## config.mk

```make
export PLATFORM = sky130hd
export DESIGN_NAME = apc_pin_config
export DESIGN_NICKNAME = d
export VERILOG_FILES = /design/src/include/apc_pkg.sv /design/src/hw/apc_pin_config.sv
export SDC_FILE = /design/constraint.sdc
export NUM_CORES = 1
export LEC_CHECK = 0
export ABC_AREA = 1
export BUFFER_PORTS_ARGS = -buffer_cell sky130_fd_sc_hd__buf_2
export CAP_MARGIN = 20
export CORE_ASPECT_RATIO = 1.1
export CORE_MARGIN = 10
export CORE_UTILIZATION = 47
export CTS_CLUSTER_DIAMETER = 30
export DETAILED_ROUTE_END_ITERATION = 7
export PLACE_DENSITY = 0.75
export SYNTH_ARGS = -nofsm -noshare
export SYNTH_HDL_FRONTEND = slang
export SYNTH_SLANG_ARGS = --single-unit
```

## constraint.sdc

```tcl
create_clock -name clk -period 3.8 [get_ports clk]
set_input_delay 0.19 -clock clk [delete_from_list [all_inputs] [get_ports clk]]
set_output_delay 0.19 -clock clk [all_outputs]
set_load 0.02 [all_outputs]
```

## src/include/apc_pkg.sv

```systemverilog
// Package for the analog pin port configuration block.
// Assumes a plain register port: address, write data, strobes, read data a cycle later.
package apc_pkg;
   // ****************************************
   // Register map and widths
   // ****************************************
   localparam int unsigned ADDR_W = 4;
   localparam int unsigned DATA_W = 16;
   localparam int unsigned NUM_INPUTS = 32;
   localparam int unsigned LOW_INPUTS = 16;
   localparam logic [3:0] OFS_SEL_LOW1 = 4'h0;  // Low select, first converter
   localparam logic [3:0] OFS_SEL_HIGH1 = 4'h1; // High select, first converter
   localparam logic [3:0] OFS_SEL_LOW2 = 4'h2;  // Low select, second converter
   localparam logic [3:0] OFS_CTRL = 4'h3;      // Module disable bits
   localparam logic [3:0] OFS_PIN_MODE_LO = 4'h4; // Effective mode, inputs 0-15
   localparam logic [3:0] OFS_PIN_MODE_HI = 4'h5; // Effective mode, inputs 16-31
   // ****************************************
   // Fields and reset values
   // ****************************************
   localparam int unsigned CTRL_DIS1_BIT = 0;
   localparam int unsigned CTRL_DIS2_BIT = 1;
   localparam logic [15:0] SEL_RESET = 16'h0000;
   localparam logic [1:0] CTRL_RESET = 2'h0;
   localparam logic [15:0] RD_ZERO = 16'h0000;
   localparam logic [31:0] PRESENT_ALL = 32'hFFFFFFFF;
endpackage

```

## src/hw/apc_pin_config.sv

```systemverilog
// Per-pin analog or digital selection for up to 32 converter input pins.
// Assumes synchronous inputs on clk; pin presence is given by a parameter mask.
//
// The strobed register port and the register offsets were left to the implementer.
`timescale 1ns/1ps

// Operation
// - Select bit 1: pin digital, read buffer on, converter channel tied to analog ground
// - Select bit 0: pin analog, read buffer off, converter samples the pin
// - High register bit n governs analog input 16+n
// - Low register bit n governs analog input n
// - All select bits read and write; bits of absent pins affect nothing
// - Second converter has low register only, inputs 0 through 15
// - Both converters' low registers influence shared pins 0 through 15
// - Module disable makes a converter count as asking digital; shared pins are forced digital only when every fitted converter is disabled
// - All select bits clear at reset, so pins start analog
module apc_pin_config #(
   parameter logic [31:0] PIN_PRESENT = apc_pkg::PRESENT_ALL, // Pins that exist on this part
   parameter logic DUAL_CONVERTER = 1'b1 // Second converter fitted
) (
   input wire logic clk, // 40 MHz system clock
   input wire logic reset, // Asynchronous reset, active high
   input wire logic [apc_pkg::ADDR_W-1:0] reg_addr, // Register index
   input wire logic [apc_pkg::DATA_W-1:0] reg_wdata, // Write data
   input wire logic reg_wr, // Write strobe
   input wire logic reg_rd, // Read strobe
   output logic [apc_pkg::DATA_W-1:0] reg_rdata, // Read data, cycle after strobe
   output logic [apc_pkg::NUM_INPUTS-1:0] digital_read_enable, // Pin input buffer on
   output logic [apc_pkg::NUM_INPUTS-1:0] analog_ground_tie, // Mux channel tied to ground
   output logic [apc_pkg::NUM_INPUTS-1:0] analog_sample_enable // Converter samples pin
);
   // ****************************************
   // Registers
   // ****************************************
   logic [15:0] sel_low1_ff;
   logic [15:0] sel_high1_ff;
   logic [15:0] sel_low2_ff;
   logic [1:0] ctrl_ff;
   logic [15:0] reg_rdata_ff;
   logic [31:0] dig_ff;
   logic [31:0] gnd_ff;
   logic [31:0] smp_ff;

   // Decode of the write port
   wire logic wr_low1 = reg_wr && (reg_addr == apc_pkg::OFS_SEL_LOW1);
   wire logic wr_high1 = reg_wr && (reg_addr == apc_pkg::OFS_SEL_HIGH1);
   wire logic wr_low2 = reg_wr && (reg_addr == apc_pkg::OFS_SEL_LOW2);
   wire logic wr_ctrl = reg_wr && (reg_addr == apc_pkg::OFS_CTRL);

   // Disable bits; the second converter's bit counts only when it is fitted
   wire logic dis1 = ctrl_ff[apc_pkg::CTRL_DIS1_BIT];
   wire logic dis2 = ctrl_ff[apc_pkg::CTRL_DIS2_BIT] && DUAL_CONVERTER;

   // Per-pin digital request from the select bits
   logic [31:0] pin_digital;
   logic [31:0] nxt_dig;
   logic [31:0] nxt_gnd;
   logic [31:0] nxt_smp;

   genvar gi;
   generate
      for (gi = 0; gi < apc_pkg::NUM_INPUTS; gi++) begin : g_pin
         if (gi < apc_pkg::LOW_INPUTS) begin : g_low
            // Shared pin: analog if either enabled converter asks for analog
            wire logic want1 = sel_low1_ff[gi] || dis1;
            wire logic want2 = sel_low2_ff[gi] || dis2 || !DUAL_CONVERTER;
            assign pin_digital[gi] = want1 && want2;
         end else begin : g_high
            assign pin_digital[gi] = sel_high1_ff[gi-apc_pkg::LOW_INPUTS] || dis1;
         end
         // Absent pins stay quiet whatever the select bit holds
         assign nxt_dig[gi] = PIN_PRESENT[gi] && pin_digital[gi];
         assign nxt_gnd[gi] = PIN_PRESENT[gi] && pin_digital[gi];
         assign nxt_smp[gi] = PIN_PRESENT[gi] && !pin_digital[gi];
      end
   endgenerate

   // Read mux; unmapped indices read zero, reads have no side effect
   logic [15:0] nxt_reg_rdata;
   always_comb begin
      case (reg_addr)
         apc_pkg::OFS_SEL_LOW1: nxt_reg_rdata = sel_low1_ff;
         apc_pkg::OFS_SEL_HIGH1: nxt_reg_rdata = sel_high1_ff;
         apc_pkg::OFS_SEL_LOW2: nxt_reg_rdata = DUAL_CONVERTER ? sel_low2_ff : apc_pkg::RD_ZERO;
         apc_pkg::OFS_CTRL: nxt_reg_rdata = {14'h0000, ctrl_ff};
         apc_pkg::OFS_PIN_MODE_LO: nxt_reg_rdata = dig_ff[15:0];
         apc_pkg::OFS_PIN_MODE_HI: nxt_reg_rdata = dig_ff[31:16];
         default: nxt_reg_rdata = apc_pkg::RD_ZERO;
      endcase
   end

   // ****************************************
   // Select and control registers
   // ****************************************
   // Writes land on the edge with the strobe; pins follow one edge later
   always_ff @(posedge clk or posedge reset) begin
      if (reset) begin
         sel_low1_ff <= apc_pkg::SEL_RESET;
         sel_high1_ff <= apc_pkg::SEL_RESET;
         sel_low2_ff <= apc_pkg::SEL_RESET;
         ctrl_ff <= apc_pkg::CTRL_RESET;
      end else begin
         if (wr_low1) begin
            sel_low1_ff <= reg_wdata;
         end
         if (wr_high1) begin
            sel_high1_ff <= reg_wdata;
         end
         if (wr_low2 && DUAL_CONVERTER) begin
            sel_low2_ff <= reg_wdata;
         end
         if (wr_ctrl) begin
            ctrl_ff <= reg_wdata[1:0];
         end
      end
   end

   // Pin outputs registered so the pads never see decode glitches; reset leaves all analog
   always_ff @(posedge clk or posedge reset) begin
      if (reset) begin
         dig_ff <= 32'h00000000;
         gnd_ff <= 32'h00000000;
         smp_ff <= PIN_PRESENT;
         reg_rdata_ff <= apc_pkg::RD_ZERO;
      end else begin
         dig_ff <= nxt_dig;
         gnd_ff <= nxt_gnd;
         smp_ff <= nxt_smp;
         reg_rdata_ff <= reg_rd ? nxt_reg_rdata : apc_pkg::RD_ZERO;
      end
   end

   assign reg_rdata = reg_rdata_ff;
   assign digital_read_enable = dig_ff;
   assign analog_ground_tie = gnd_ff;
   assign analog_sample_enable = smp_ff;
endmodule // apc_pin_config

```

* Yosys cells after proc, flatten, opt, wreduce, memory -nomap -nowiden
Cells that the tools add are included.
** Storage, ports and cells
- Bits in registers :: 130
- Bits of input ports :: 24
- Output and inout port bits :: 112
- Word-level logic and storage cells :: 115
** Cells by class
- Eq/ne operators :: 5
- Mux-type cells :: 2
- Reduce and logical (&&, ||, !) cells :: 101
** Operator list (number)
- one-hot mux 16 bit (6 select lines) :: 1
- logical OR 1 bit :: 48
- zero test 1 bit :: 32
- logical AND 1 bit :: 20
- two-way mux 16 bit :: 1
- equality test 4 x 2 -> 1 bit (second input constant) :: 2
- equality test 4 x 3 -> 1 bit (second input constant) :: 2
- equality test 4 x 1 -> 1 bit (second input constant) :: 1
- zero test 4 bit :: 1

* Depth between registers and ports, before layout
- Depth after elaboration :: 3
- Mapped depth :: 7
- Gate-level depth less buffers :: 6

* Worst setup path after synthesis
OpenSTA, ideal clock, no wires.
- Path kind :: flip-flop to flip-flop
- Start :: register ctrl_ff[0]
- End :: register dig_ff[7], in the netlist digital_read_enable[7]
- Library setup time :: 0.122 ns
- Arrival time :: 0.910 ns
- Required time :: 3.678 ns
- Setup slack :: 2.768 ns
- Cell stages (with the launch flop) :: 5
- Buffers on the path :: 2
- Clock period less this slack :: 1.032 ns
- Cell sequence :: dfrtp_1 -> clkbuf_1 -> clkbuf_1 -> o22ai_1 -> inv_1
** Between the ends
- Word-level cells in the longest chain between the ends :: 2
** Ends and longest elaborated chain
- from (decl) :: line apc_pin_config.sv:38 : logic [1:0] ctrl_ff;
- from (signal assigned) :: line apc_pin_config.sv:101 : ctrl_ff <= apc_pkg::CTRL_RESET;
- from (signal assigned) :: line apc_pin_config.sv:113 : ctrl_ff <= reg_wdata[1:0];
- logical OR 1 bit :: line apc_pin_config.sv:65 : wire logic want1 = sel_low1_ff[gi] || dis1;
- logical AND 1 bit :: line apc_pin_config.sv:67 : assign pin_digital[gi] = want1 && want2;
- net nxt_dig[7] :: line apc_pin_config.sv:56 : logic [31:0] nxt_dig;
- to (signal assigned) :: line apc_pin_config.sv:126 : dig_ff <= nxt_dig;
- to (decl) :: line apc_pin_config.sv:40 : logic [31:0] dig_ff;
The timed path passes the listed nets, and every way through them passes these cells.
A chain may end at the register's enable or synchronous reset.

* Final worst setup path
- Start :: input reg_addr[2] in the netlist's numbering
- End :: register sel_high1_ff[6]
** Between the ends
- Word-level cells in the longest chain between the ends :: 2
** Ends and longest elaborated chain
- from (decl) :: line apc_pin_config.sv:23 : input wire logic [apc_pkg::ADDR_W-1:0] reg_addr,
- equality test 4 x 1 -> 1 bit :: line apc_pin_config.sv:46 : wire logic wr_high1 = reg_wr && (reg_addr == apc_pkg::OFS_SEL_HIGH1);
- logical AND 1 bit :: line apc_pin_config.sv:46
- to (signal assigned) :: line apc_pin_config.sv:99 : sel_high1_ff <= apc_pkg::SEL_RESET;
- to (signal assigned) :: line apc_pin_config.sv:107 : sel_high1_ff <= reg_wdata;
- to (decl) :: line apc_pin_config.sv:36 : logic [15:0] sel_high1_ff;
Every way passes these cells.

==> summary.txt <==
Final layout
  – Reg area: 3290 µm²
  – Area of the multi-input gates: 1350 µm²
  – Share of cells above drive strength 1: 32.9%
  – Fill cells: 942
  – Area grow syn2layout: 22.1%
  – ANT cells: 0
  – Number of nets in the layout: 664

Route
  – Post-route DRC: 0
  – Iter 0 DRT Violations: 289
  – Routed length per instance: 16.4 µm
  – Vias per Instance: 5.10
  – DRT antenna net count: 0
  – Post-Route WL: 13,100 µm
  – First-pass DRT Iterations: 5
  – Via count: 4,082

Placement
  – # port buffers: 135
  – Global placement routability congestion: 0.797
  – Post-DP HPWL: 8820 µm
  – Dpl ws: 1.42 ns

Timing
  – Achievable Freq: 594 MHz
  – Final hold vios: 0
  – RSZ-0062 raised after global routing: no
  – Slew Limit Fails: 0
  – Tmin final: 1.68 ns
  – PnR worst setup slack: 2.12 ns
  – Slew @ Worst Pin: 0.781 ns
  – Clock Skews: 0.00580 ns
  – Final worst path period share: 44.3%
  – Max_slew headroom: 47.9%
  – Count of final setup violators: 0
  – Final TNS setup: 0 ns

Logic synthesis
  – Area leader, netlist: dfrtp_1
  – Cell with the most instances after synthesis: nand3_1
  – Post-synthesis mux area share: 0%
  – Cells after synthesis: 539
  – Post-synth EDFFs: 0
  – Synth Flop Type: dfrtp_1
  – Post-Synth Simple-Gate Area: 18.8%
  – XOR/XNOR Fraction of Synth Area: 0%
  – Top area cells in the synthesized netlist: dfrtp_1 (47%), dfstp_2 (16%), nand3_1 (9.4%)
  – Synth Area in Compound Gates: 6.85%
  – Synth Warn #: 0
  – #FFs+latches synth: 130
  – Fraction of registers with async set/reset: 100%
  – Synth Area in Adders: 0%
  – Syn nets: 563
  – Top cells by count, synth: nand3_1 (99), dfrtp_1 (98), nand2_1 (71)
  – Synth Cell Area: 5260 µm²
  – Share of the synthesized area in the top cell type: 46.6%
  – Largest family of logic cells by synthesized area: simple AND/OR/NAND/NOR gates
  – Synth unique cells: 18
  – Syn Area/Cell: 9.75 µm²
  – Seq/Total Area, Yosys: 62.6%

Power and ir drop
  – Psw: 1.56 mW
  – Flop pwr share: 41.7%
  – Clk network pwr share: 35.5%
  – Internal Dissipation: 3.19 mW
  – Lkg Pwr: 3.40 nW
  – Combinational Power Share: 22.8%
  – Switching Fraction: 32.9%
  – VDD IR-drop max: 0.318 mV
  – P per Cell Area: 740 nW/µm²

Clocking
  – Worst-Skew Late Latency: 0.42 ns
  – CTS H-Tree Depth: 4
  – CTS tree: yes
  – CTS buffer count: 17
  – Clk slew on worst S/H paths: 0.05 ns
  – CTS Buffer Depth: 2
  – TritonCTS Sinks: 130
  – CTS Root Cell: clkbuf_16

Floorplanning
  – Total die area: 15,800 µm²
  – Placeable core area: 10,900 µm²
  – Top Ports: 136
  – Row cnt: 40
  – Die width: 121 µm
  – Chip Height: 131 µm
  – Starting Density: 48.2%

Worst setup path
  – Data arrival time of the critical path: 1.98 ns
  – Crit end category: flop
  – Worst EP required: 4.10 ns
  – Crit path launch type: input pin
  – CP Class: input pin to flop
  – CP max FO: 30

Global routing
  – GRT Util Overall: 16.8%
  – Initial antenna violation count: 0
  – Vias in the first global route: 4,224
  – First-pass GRT wire length: 20,900 µm
  – Overflow after GRT: 0
  – Largest net degree at the start of global routing: 53

Min path
  – Worst Hold Class: input pin to flop

Status
  – Outcome: finished, final reports clean

Job
  – Max Cap Violations: 0
[routing by layer]
layer | wire length, µm | global-route usage (%) | vias up
li1 | - | - | 1910
met1 | 5070 | 18.6 | 1966
met2 | 6600 | 28.0 | 173
met3 | 1080 | 5.84 | 33
met4 | 348 | 9.30 | 0
met5 | 0 | 0 | -
[cell usage in the layout (no fill, tap or decap)]
master | Yosys | routed
buf_2 | 19 | 135
buf_6 | 1 | 1
nand3_2 | 1 | 1
buf_4 | 36 | 8
inv_2 | 2 | 2
clkinv_4 | 0 | 3
a21oi_1 | 2 | 2
nor2_1 | 46 | 46
nand2_1 | 71 | 71
bufinv_16 | 0 | 4
nor2_4 | 3 | 3
o21ai_1 | 33 | 33
nor2_2 | 2 | 2
dlygate4sd3_1 | 0 | 1
clkbuf_16 | 0 | 17
nand3_1 | 99 | 99
dfrtp_1 | 98 | 98
dfstp_2 | 32 | 32
clkinvlp_4 | 0 | 4
inv_1 | 54 | 53
clkinv_2 | 0 | 2
o21ai_0 | 17 | 17
inv_4 | 0 | 1
clkbuf_1 | 7 | 2
o22ai_1 | 16 | 16
[timing repair]
action / 4_1_cts / 5_1_grt
endpoints found under the hold margin: 45 / 0
hold buffers: 1 / 0
buffers inserted: 0 / 0
gates resized for setup: 0 / 0
[worst paths after layout]
check | from | end | slack [ns] | cells after the start
worst min register to register | sel_high1_ff[15]$_DFFE_PP0P_ | analog_sample_enable[31]$_DFF_PP1_ | 0.45 | 1
worst max register to register | ctrl_ff[0]$_DFFE_PP0P_ | digital_read_enable[9]$_DFF_PP0_ | 2.39 | 3
min in group asynchronous | reset | digital_read_enable[28]$_DFF_PP0_ | 0.41 | 3
worst max-delay path | reg_addr[2] | sel_high1_ff[6]$_DFFE_PP0P_ | 2.12 | 6
worst min-delay path | reg_wdata[6] | sel_low2_ff[6]$_DFFE_PP0P_ | 0.05 | 3
max in group asynchronous | reset | analog_sample_enable[18]$_DFF_PP1_ | 2.42 | 4
[worst max-delay path, cell delays in order]
cell and delay (ns):
buf_2 0.12, nor2_4 0.51, nand3_1 0.59, buf_4 0.41, nand2_1 0.10, o21ai_1 0.06
[registers in the layout, indices dropped and copies added, names as in the netlist]
register / count
analog_sample_enable: 32
sel_low2_ff: 16
ctrl_ff: 2
digital_read_enable: 32
sel_low1_ff: 16
reg_rdata: 16
sel_high1_ff: 16
[logic make-up (layout without fill, tap and decap cells)]
kind of cell | count (synthesis) | in the layout
DFF | 130 | 130
buffers and inverters | 119 | 233
AOI/OAI and AO/OA | 68 | 68
and+or+nand+nor | 222 | 222
[through the flow]
step	cells	util (%)	hold WS (ns)	total power [mW]	area, µm²
floorplan	539	-	0.354	2.77	5260
global placement	766	52.9	0.302	3.05	5780
detailed placement	766	52.9	0.313	3.09	5780
CTS	799	58.7	0.0381	4.78	6410
global route	800	58.8	0.0588	4.97	6420
finish	800	58.8	0.0456	4.75	6420
[power by group through the flow]
| stage | Clock, mW | Combinational (mW) | Sequential, mW |
|---|---|---|---|
| after floorplan | 0 | 0.565 | 2.21 |
| after global placement | 0 | 1.08 | 1.98 |
| after detailed placement | 0 | 1.10 | 1.99 |
| after CTS | 1.70 | 1.10 | 1.98 |
| after global routing | 1.77 | 1.18 | 2.02 |
| final | 1.68 | 1.08 | 1.98 |
[cell type report]
type	instances	share of cell area [%]
Sequential cell	130	51.3
Multi-Input combinational cell	290	21.1
Timing Repair Buffer	145	11.8
Clock buffer	19	6.75
Inverter	56	3.31
Clock inverter	13	2.91
Tap cell	147	2.87
No activity file was read; power rests on OpenSTA's default activity.
